**src/shared/mmc_pkg.sv**
```systemverilog
package mmc_pkg;

  // Emulation register layout and reset value.
  localparam int unsigned EMU_ENABLE_BIT = 7;
  localparam int unsigned EMU_MOD_BIT    = 6;
  localparam int unsigned EMU_PWR_HI_BIT = 5;
  localparam int unsigned EMU_PWR_LO_BIT = 4;
  localparam int unsigned EMU_DEV_BIT    = 3;
  localparam int unsigned EMU_FREQ_MSB   = 2;
  localparam int unsigned EMU_FREQ_LSB   = 0;
  localparam logic [7:0]  EMU_RESET      = 8'h00;

  // Capacitor field of the first configuration register.
  localparam int unsigned CAP_W     = 5;
  localparam logic [4:0]  CAP_RESET = 5'h00;
  localparam logic [4:0]  CAP_MAX   = 5'h1F;

  // Frequency code that leaves the device under serial-port control.
  localparam logic [2:0]  FREQ_SERIAL = 3'h0;

  // Attenuation below maximum power, in dB.
  localparam logic [3:0]  ATTEN_00 = 4'h0;
  localparam logic [3:0]  ATTEN_01 = 4'h3;
  localparam logic [3:0]  ATTEN_10 = 4'h6;
  localparam logic [3:0]  ATTEN_11 = 4'hA;

  // Half of the FSK deviation, in kHz.
  localparam logic [5:0]  DEV_LOW_KHZ  = 6'h10;
  localparam logic [5:0]  DEV_HIGH_KHZ = 6'h32;

  // Divide ratios scaled by 100000, so 19.68750 reads as 1968750.
  localparam logic [21:0] RATIO_NONE = 22'h000000;
  localparam logic [21:0] RATIO_1    = 22'h1E0A6E;
  localparam logic [21:0] RATIO_2    = 22'h295A6D;
  localparam logic [21:0] RATIO_3    = 22'h25317C;
  localparam logic [21:0] RATIO_4    = 22'h27DD14;
  localparam logic [21:0] RATIO_5    = 22'h237A08;
  localparam logic [21:0] RATIO_6    = 22'h20E6DA;
  localparam logic [21:0] RATIO_7    = 22'h2961C0;

  typedef enum logic [1:0] {
    ST_IDLE  = 2'b01,
    ST_COUNT = 2'b10
  } mmc_prog_e;

  function automatic logic [3:0] mmc_atten(input logic [1:0] sel);
    unique case (sel)
      2'b00:   mmc_atten = ATTEN_00;
      2'b01:   mmc_atten = ATTEN_01;
      2'b10:   mmc_atten = ATTEN_10;
      default: mmc_atten = ATTEN_11;
    endcase
  endfunction : mmc_atten

  function automatic logic [21:0] mmc_ratio(input logic [2:0] code);
    unique case (code)
      3'h1:    mmc_ratio = RATIO_1;
      3'h2:    mmc_ratio = RATIO_2;
      3'h3:    mmc_ratio = RATIO_3;
      3'h4:    mmc_ratio = RATIO_4;
      3'h5:    mmc_ratio = RATIO_5;
      3'h6:    mmc_ratio = RATIO_6;
      3'h7:    mmc_ratio = RATIO_7;
      default: mmc_ratio = RATIO_NONE;
    endcase
  endfunction : mmc_ratio

endpackage : mmc_pkg

```
**src/core/mmc_config.sv**
```systemverilog
`timescale 1ns/1ps
module mmc_config (
  // Clock and reset.
  input  wire logic        ref_clk,
  input  wire logic        resetn,
  // Manual control pins.
  input  wire logic        freq_select_b0,
  input  wire logic        freq_select_b1,
  input  wire logic        freq_select_b2,
  input  wire logic        mod_select_pin,
  input  wire logic        deviation_select_pin,
  input  wire logic        power_select_hi,
  input  wire logic        power_select_lo,
  input  wire logic        enable_pin,
  input  wire logic        data_in_pin,
  // Register write port from the serial decoder.
  input  wire logic        emu_wr_en,
  input  wire logic [7:0]  emu_wr_data,
  input  wire logic        cap_wr_en,
  input  wire logic [4:0]  cap_wr_data,
  // Register read-back.
  output logic      [7:0]  emu_rd_data,
  output logic      [4:0]  cap_rd_data,
  // Mode status.
  output logic             manual_mode,
  output logic             emu_mode,
  output logic             prog_busy,
  // Effective transmitter settings.
  output logic             mod_fsk,
  output logic      [3:0]  power_atten_db,
  output logic             dev_high,
  output logic      [5:0]  dev_khz,
  output logic      [2:0]  freq_code,
  output logic      [21:0] div_ratio_e5,
  output logic      [4:0]  pa_cap_code,
  // Committed capacitor programming.
  output logic             cap_committed,
  output logic      [4:0]  cap_code_committed,
  output logic      [2:0]  cap_freq_committed
);

  //////////////////////////////////////////////////////////////////////////////
  // Register file.

  logic [7:0] emu_reg;
  logic [7:0] emu_next;
  logic [4:0] cap_reg;
  logic [4:0] cap_next;

  always_comb begin
    emu_next = emu_reg;
    cap_next = cap_reg;
    if (emu_wr_en) begin
      emu_next = emu_wr_data;
    end
    if (cap_wr_en) begin
      cap_next = cap_wr_data;
    end
  end

  always_ff @(posedge ref_clk or negedge resetn) begin
    if (!resetn) begin
      emu_reg <= mmc_pkg::EMU_RESET;
      cap_reg <= mmc_pkg::CAP_RESET;
    end else begin
      emu_reg <= emu_next;
      cap_reg <= cap_next;
    end
  end

  assign emu_rd_data = emu_reg;
  assign cap_rd_data = cap_reg;

  //////////////////////////////////////////////////////////////////////////////
  // Mode decode and selection between pins and emulation fields.

  logic [2:0] pin_freq;
  logic       pin_manual;
  logic       emu_on;
  logic [2:0] sel_freq;
  logic       sel_mod;
  logic [1:0] sel_pwr;
  logic       sel_dev;

  assign pin_freq   = {freq_select_b2, freq_select_b1, freq_select_b0};
  assign pin_manual = (pin_freq != mmc_pkg::FREQ_SERIAL);
  // Pins win over the register: a high frequency pin forces manual mode.
  assign emu_on     = !pin_manual && emu_reg[mmc_pkg::EMU_ENABLE_BIT];

  always_comb begin
    sel_freq = mmc_pkg::FREQ_SERIAL;
    sel_mod  = 1'b0;
    sel_pwr  = 2'b00;
    sel_dev  = 1'b0;
    if (pin_manual) begin
      sel_freq = pin_freq;
      sel_mod  = mod_select_pin;
      sel_pwr  = {power_select_hi, power_select_lo};
      sel_dev  = deviation_select_pin;
    end else if (emu_on) begin
      sel_freq = emu_reg[mmc_pkg::EMU_FREQ_MSB:mmc_pkg::EMU_FREQ_LSB];
      sel_mod  = emu_reg[mmc_pkg::EMU_MOD_BIT];
      sel_pwr  = {emu_reg[mmc_pkg::EMU_PWR_HI_BIT],
                  emu_reg[mmc_pkg::EMU_PWR_LO_BIT]};
      sel_dev  = emu_reg[mmc_pkg::EMU_DEV_BIT];
    end
  end

  //////////////////////////////////////////////////////////////////////////////
  // Capacitor programming sequence.

  mmc_pkg::mmc_prog_e st_reg;
  mmc_pkg::mmc_prog_e st_next;
  logic       din_prev_reg;
  logic       en_prev_reg;
  logic [4:0] count_reg;
  logic [4:0] count_next;
  logic [2:0] cfreq_reg;
  logic [2:0] cfreq_next;
  logic       valid_reg;
  logic       valid_next;
  logic [4:0] cval_reg;
  logic [4:0] cval_next;
  logic [2:0] cfc_reg;
  logic [2:0] cfc_next;
  logic       din_rise;
  logic       en_rise;

  assign din_rise = data_in_pin && !din_prev_reg;
  assign en_rise  = enable_pin && !en_prev_reg;

  always_comb begin
    st_next    = st_reg;
    count_next = count_reg;
    cfreq_next = cfreq_reg;
    valid_next = valid_reg;
    cval_next  = cval_reg;
    cfc_next   = cfc_reg;
    unique case (st_reg)
      mmc_pkg::ST_IDLE: begin
        // Pulses while enable is high are ignored.
        if (din_rise && !enable_pin) begin
          st_next    = mmc_pkg::ST_COUNT;
          count_next = 5'h00;
          cfreq_next = sel_freq;
        end
      end
      mmc_pkg::ST_COUNT: begin
        if (en_rise) begin
          st_next    = mmc_pkg::ST_IDLE;
          valid_next = 1'b1;
          cval_next  = count_reg;
          cfc_next   = cfreq_reg;
        end else if (din_rise && !enable_pin && count_reg != mmc_pkg::CAP_MAX) begin
          // Saturates at the top code; a 33rd pulse cannot wrap to zero.
          count_next = count_reg + 5'h01;
        end
      end
      default: begin
        st_next = mmc_pkg::ST_IDLE;
      end
    endcase
  end

  always_ff @(posedge ref_clk or negedge resetn) begin
    if (!resetn) begin
      st_reg       <= mmc_pkg::ST_IDLE;
      din_prev_reg <= 1'b0;
      en_prev_reg  <= 1'b0;
      count_reg    <= mmc_pkg::CAP_RESET;
      cfreq_reg    <= mmc_pkg::FREQ_SERIAL;
      valid_reg    <= 1'b0;
      cval_reg     <= mmc_pkg::CAP_RESET;
      cfc_reg      <= mmc_pkg::FREQ_SERIAL;
    end else begin
      st_reg       <= st_next;
      din_prev_reg <= data_in_pin;
      en_prev_reg  <= enable_pin;
      count_reg    <= count_next;
      cfreq_reg    <= cfreq_next;
      valid_reg    <= valid_next;
      cval_reg     <= cval_next;
      cfc_reg      <= cfc_next;
    end
  end

  //////////////////////////////////////////////////////////////////////////////
  // Registered effective settings.

  logic        manual_next;
  logic        emu_mode_next;
  logic        mod_next;
  logic [3:0]  atten_next;
  logic        dev_next;
  logic [5:0]  devk_next;
  logic [2:0]  freq_next;
  logic [21:0] ratio_next;
  logic [4:0]  pacap_next;

  always_comb begin
    manual_next   = pin_manual;
    emu_mode_next = emu_on;
    mod_next      = sel_mod;
    atten_next    = mmc_pkg::mmc_atten(sel_pwr);
    dev_next      = sel_dev;
    devk_next     = sel_dev ? mmc_pkg::DEV_HIGH_KHZ : mmc_pkg::DEV_LOW_KHZ;
    freq_next     = sel_freq;
    ratio_next    = mmc_pkg::mmc_ratio(sel_freq);
    pacap_next    = 5'h00;
    if (!pin_manual && cap_reg != 5'h00) begin
      pacap_next = cap_reg;
    end else if ((pin_manual || emu_on) && valid_reg && sel_freq == cfc_reg) begin
      pacap_next = cval_reg;
    end
  end

  always_ff @(posedge ref_clk or negedge resetn) begin
    if (!resetn) begin
      manual_mode    <= 1'b0;
      emu_mode       <= 1'b0;
      mod_fsk        <= 1'b0;
      power_atten_db <= mmc_pkg::ATTEN_00;
      dev_high       <= 1'b0;
      dev_khz        <= mmc_pkg::DEV_LOW_KHZ;
      freq_code      <= mmc_pkg::FREQ_SERIAL;
      div_ratio_e5   <= mmc_pkg::RATIO_NONE;
      pa_cap_code    <= mmc_pkg::CAP_RESET;
    end else begin
      manual_mode    <= manual_next;
      emu_mode       <= emu_mode_next;
      mod_fsk        <= mod_next;
      power_atten_db <= atten_next;
      dev_high       <= dev_next;
      dev_khz        <= devk_next;
      freq_code      <= freq_next;
      div_ratio_e5   <= ratio_next;
      pa_cap_code    <= pacap_next;
    end
  end

  assign prog_busy          = (st_reg == mmc_pkg::ST_COUNT);
  assign cap_committed      = valid_reg;
  assign cap_code_committed = cval_reg;
  assign cap_freq_committed = cfc_reg;

  //////////////////////////////////////////////////////////////////////////////
  // Checks.

  a_power_map_six: assert property (@(posedge ref_clk) disable iff (!resetn)
    (pin_manual && power_select_hi && !power_select_lo) |=> (power_atten_db == 4'h6))
    else $error("power select 10 did not give 6 dB");

  a_dev_map_high: assert property (@(posedge ref_clk) disable iff (!resetn)
    (pin_manual && deviation_select_pin) |=> (dev_high && dev_khz == 6'h32))
    else $error("high deviation select did not give 50 kHz");

  a_first_pulse_capture: assert property (@(posedge ref_clk) disable iff (!resetn)
    (st_reg == mmc_pkg::ST_IDLE && data_in_pin && !din_prev_reg && !enable_pin)
    |=> (prog_busy && count_reg == 5'h00 && cfreq_reg == $past(sel_freq)))
    else $error("first pulse did not clear counter and capture frequency");

  a_freq_held_counting: assert property (@(posedge ref_clk) disable iff (!resetn)
    (prog_busy && $past(prog_busy)) |-> $stable(cfreq_reg))
    else $error("captured frequency changed after the first pulse");

  a_pulse_increment: assert property (@(posedge ref_clk) disable iff (!resetn)
    (prog_busy && din_rise && !enable_pin && !en_rise && count_reg < 5'h1F)
    |=> (count_reg == $past(count_reg) + 5'h01))
    else $error("later pulse did not increment the capacitor code");

  a_enable_commit: assert property (@(posedge ref_clk) disable iff (!resetn)
    (prog_busy && enable_pin && !en_prev_reg)
    |=> (cap_committed && !prog_busy && cap_code_committed == $past(count_reg)
         && cap_freq_committed == $past(cfreq_reg)))
    else $error("enable rise did not commit the counted code");

  a_cap_other_freq: assert property (@(posedge ref_clk) disable iff (!resetn)
    (pin_manual && pin_freq != cfc_reg) |=> (pa_cap_code == 5'h00))
    else $error("capacitance added at a frequency not programmed");

  a_cap_own_freq: assert property (@(posedge ref_clk) disable iff (!resetn)
    (pin_manual && valid_reg && pin_freq == cfc_reg) |=> (pa_cap_code == $past(cval_reg)))
    else $error("programmed capacitance missing at its frequency");

  a_emu_enable_fields: assert property (@(posedge ref_clk) disable iff (!resetn)
    (!pin_manual && emu_reg[7])
    |=> (emu_mode && mod_fsk == $past(emu_reg[6]) && dev_high == $past(emu_reg[3])))
    else $error("emulation fields did not replace the pins");

  a_emu_power_freq: assert property (@(posedge ref_clk) disable iff (!resetn)
    (!pin_manual && emu_reg[7])
    |=> (power_atten_db == mmc_pkg::mmc_atten($past(emu_reg[5:4]))
         && freq_code == $past(emu_reg[2:0])))
    else $error("emulation power or frequency field not applied");

  a_reg_cap_override: assert property (@(posedge ref_clk) disable iff (!resetn)
    (!pin_manual && cap_reg != 5'h00) |=> (pa_cap_code == $past(cap_reg)))
    else $error("nonzero register capacitor did not override pulses");

  a_manual_entry: assert property (@(posedge ref_clk) disable iff (!resetn)
    (freq_select_b0 || freq_select_b1 || freq_select_b2) |=> (manual_mode && !emu_mode))
    else $error("frequency pin high did not select manual mode");

  a_ratio_serial: assert property (@(posedge ref_clk) disable iff (!resetn)
    (!pin_manual && !emu_reg[7]) |=> (div_ratio_e5 == 22'h000000 && freq_code == 3'h0))
    else $error("serial mode produced a manual divide ratio");

  a_enable_high_hold: assert property (@(posedge ref_clk) disable iff (!resetn)
    (enable_pin && !en_rise) |=> ($stable(count_reg) && $stable(cfreq_reg)))
    else $error("pulse with enable high altered the counter");

endmodule : mmc_config

```
**config.mk**
```make
export PLATFORM = sky130hd
export DESIGN_NAME = mmc_config
export DESIGN_NICKNAME = d
export VERILOG_FILES = /design/src/shared/mmc_pkg.sv /design/src/core/mmc_config.sv
export SDC_FILE = /design/constraint.sdc
export NUM_CORES = 1
export LEC_CHECK = 0
export BUFFER_PORTS_ARGS = -buffer_cell sky130_fd_sc_hd__buf_4
export CORE_MARGIN = 1
export CORE_UTILIZATION = 45
export CTS_CLUSTER_DIAMETER = 30
export CTS_CLUSTER_SIZE = 16
export DETAILED_ROUTE_END_ITERATION = 10
export PLACE_DENSITY = 0.72
export SYNTH_ARGS = -nofsm -noshare
export SYNTH_HDL_FRONTEND = slang
export SYNTH_SLANG_ARGS = --single-unit
```
**constraint.sdc**
```tcl
create_clock -name ref_clk -period 6 [get_ports ref_clk]
set_input_delay 0.3 -clock ref_clk [delete_from_list [all_inputs] [get_ports ref_clk]]
set_output_delay 0.3 -clock ref_clk [all_outputs]
set_load 0.01 [all_outputs]
```
==> impl_metrics.json <==
{
  "clockBufferDepth": 2,
  "start_util": 0.4781,
  "grt_max_degree": 72,
  "dieWidth_microns": 82.25,
  "synthCells": 247,
  "p_leak_nw": 1.911,
  "grtUsageMet2": 0.2694,
  "ctsHtreeMaxLevel": 3,
  "cp_slowest_stage_delay_ns": 0.56,
  "overflow": 0,
  "end_kind": "flip-flop",
  "wirelength_mm": 5.905,
  "synth.area.top_cells": "dfrtp_1, nand2_1, mux2_2",
  "period_needed_ns": 2.332,
  "post_cts_buffers": 0,
  "r2r_setup_slack_ns": 3.67,
  "worst_setup_path_start_kind": "flip-flop",
  "synth.avg_cell_area_sq_um": 11.73,
  "relSlewSlack": 0.3772,
  "portBuffers": 88,
  "fp.coreArea_sq_um": 6061,
  "drive_above_1_share": 0.3684,
  "routedWlPerCell_microns": 14.16,
  "area_growth_pct": 30.35,
  "finalSetupTns_ns": 0,
  "path_max_fanout": 14,
  "netlist_top_cells_count": "dfrtp_1, nand2_1, o21ai_1",
  "final_area_sq_um": 3777,
  "cts_root_buffer": "clkbuf_8",
  "detail-route-antenna-nets": 0,
  "ir_drop_v": 0.0001467,
  "met1_usage": 0.2663,
  "yosysMostFrequentCell": "dfrtp_1",
  "synth_edf_count": 0,
  "yosys_register_bits": 71,
  "hold_class": "in -> async",
  "gp_congestion": 0.8907,
  "reg2regPathDepth": 7,
  "synth_cell_type_count": 44,
  "die_h_microns": 82.25,
  "use_met3": 0.05824,
  "power.total_mw": 1.039,
  "synth-seq-area-share": 0.6136,
  "ios": 93,
  "post_cts_resized": 0,
  "yosysTopAreaCell": "dfrtp_1",
  "yosysWarnings": 0,
  "clkSlewWorstSetupHoldPaths_ns": 0.08,
  "required_ns": 6.25,
  "worst-path-buf-inv": 1,
  "largest_register_ffs": 21,
  "finalCritPeriodShare": 0.3886,
  "r2r-start": "emu_rd_data[7]",
  "grt_busiest_layer": "met2",
  "critPathTopFamily": "simple AND/OR/NAND/NOR gates",
  "maxCapViolCount": 0,
  "rows": 28,
  "nets": 370,
  "dr.pass1.iters": 4,
  "startpoint": "emu_rd_data[7]",
  "antenna_found_initial": 0,
  "async_flop_share": 1.000,
  "finalSetupViolations": 0,
  "drc": 0,
  "diodes": 0,
  "grt_pass1_wl_mm": 9.384,
  "grt_pass1_vias": 1961,
  "top_register": "div_ratio_e5",
  "run_status": "complete, no violations",
  "cp_slowest_cell": "dfrtp_1",
  "dp_hpwl_mm": 4.345,
  "postPlaceCellArea_sq_um": 3593,
  "worstReg2RegEnd": "div_ratio_e5[19]",
  "cts-buffers-inserted": 9,
  "rsz0062_at_grt": "false",
  "path_common_cell": "o21ai_1",
  "path_class": "reg -> reg",
  "hold_ws_ns": 0.07050,
  "netlist.area_leader.share": 0.6045,
  "cts_tree": "done",
  "synth_ff_type": "dfrtp_1",
  "fmax_ghz": 0.4289,
  "cts.sinks": 71,
  "fin_skew_ns": 0.008524,
  "via_count": 2060,
  "path_cells": "nand4bb_1, nand2_1, ha_1, inv_1, a2111oi_0, o21ai_1, o21ai_1",
  "globalRouteTotalUtil": 0.1913,
  "die_area_sq_um": 6764,
  "fillCellCount": 519,
  "worst_pin_slew_ns": 0.9308,
  "final_max_slew_viol_count": 0,
  "drt_iter0_markers": 144,
  "synth.cell_area_sq_um": 2898,
  "clk_latency_ns": 0.33,
  "ctsHoldBuffers": 0,
  "crit_arrival_ns": 2.58,
  "via_per_inst": 4.940,
  "power.density_nw_per_um2": 275.0,
  "hold_violations": 0
}
[layout by cell type (no fill, tap or decap), types with 2 or more instances in the layout]
cell / Yosys / routed
buf_4: 7 / 89
dfrtp_1: 70 / 70
nand2_1: 31 / 31
o21ai_1: 19 / 19
inv_1: 14 / 14
nand3_1: 11 / 11
clkbuf_8: 0 / 11
mux2_2: 9 / 9
mux2_1: 8 / 8
nor2_1: 7 / 7
o31ai_1: 7 / 7
ha_1: 7 / 7
inv_2: 5 / 5
conb_1: 2 / 4
nor3_1: 3 / 3
nand4bb_1: 3 / 3
and2_1: 3 / 3
a21oi_1: 3 / 3
nand3b_1: 3 / 3
clkinv_2: 0 / 3
and3_1: 2 / 2
o22ai_1: 2 / 2
nand2b_1: 2 / 2
nor3b_1: 2 / 2
a22o_1: 2 / 2
xor2_1: 2 / 2
clkinv_4: 0 / 2
[how the worst max path moves through the flow]
stage | endpoint | slack (ns) | depth (start not counted)
global route | div_ratio_e5[19] | 3.40 | 7
CTS | div_ratio_e5[19] | 3.68 | 7
detailed placement | div_ratio_e5[19] | 3.71 | 7
floorplan | div_ratio_e5[19] | 3.98 | 8
finish | div_ratio_e5[19] | 3.67 | 7
global placement | div_ratio_e5[19] | 3.81 | 7
[through the flow]
stage | utilization | setup slack [ns] | std cells
2_1_floorplan | - | 3.977 | 249
3_3_place_gp | 0.5929 | 3.811 | 401
3_5_place_dp | 0.5929 | 3.706 | 401
4_1_cts | 0.6232 | 3.677 | 417
5_1_grt | 0.6232 | 3.401 | 417
6_report | 0.6232 | 3.668 | 417
[metal layers]
layer  wire length, microns  vias up
li1                       -     1011
met1                   2695      976
met2                   2681       65
met3                    451        8
met4                     77        0
met5                      0        -
[final cells by class]
cell class | count | area [sq um] | area share
clock inverter | 5 | 32.53 | 0.008612
timing repair buffer | 89 | 668.1 | 0.1769
inverter | 19 | 71.32 | 0.01888
multi-input combinational | 147 | 982.2 | 0.2600
sequential | 71 | 1778 | 0.4707
clock buffer | 11 | 151.4 | 0.04008
tap | 75 | 93.84 | 0.02484
[worst register-to-register path, stage by stage (launching register included)]
cell       delay (ns)
dfrtp_1          0.56
nand4bb_1        0.25
nand2_1          0.38
ha_1             0.33
inv_1            0.16
a2111oi_0        0.30
o21ai_1          0.13
o21ai_1          0.13
[cell families after synthesis]
family / Yosys count / synth area share
XOR/XNOR: 3 / 0.009069
flip-flops: 71 / 0.6136
AO/OA/AOI/OAI: 42 / 0.09370
multiplexers: 17 / 0.06606
buffers and inverters: 31 / 0.05009
other: 2 / 0.002592
AND/OR/NAND/NOR: 74 / 0.1347
adder cells (fa/ha/maj): 7 / 0.03022
[power breakdown]
group / switching, mW / internal, mW
registers: 0.0227 / 0.516
clock network: 0.169 / 0.172
logic: 0.0809 / 0.0784
total: 0.273 / 0.766
No activity file was read; power rests on OpenSTA's default activity.
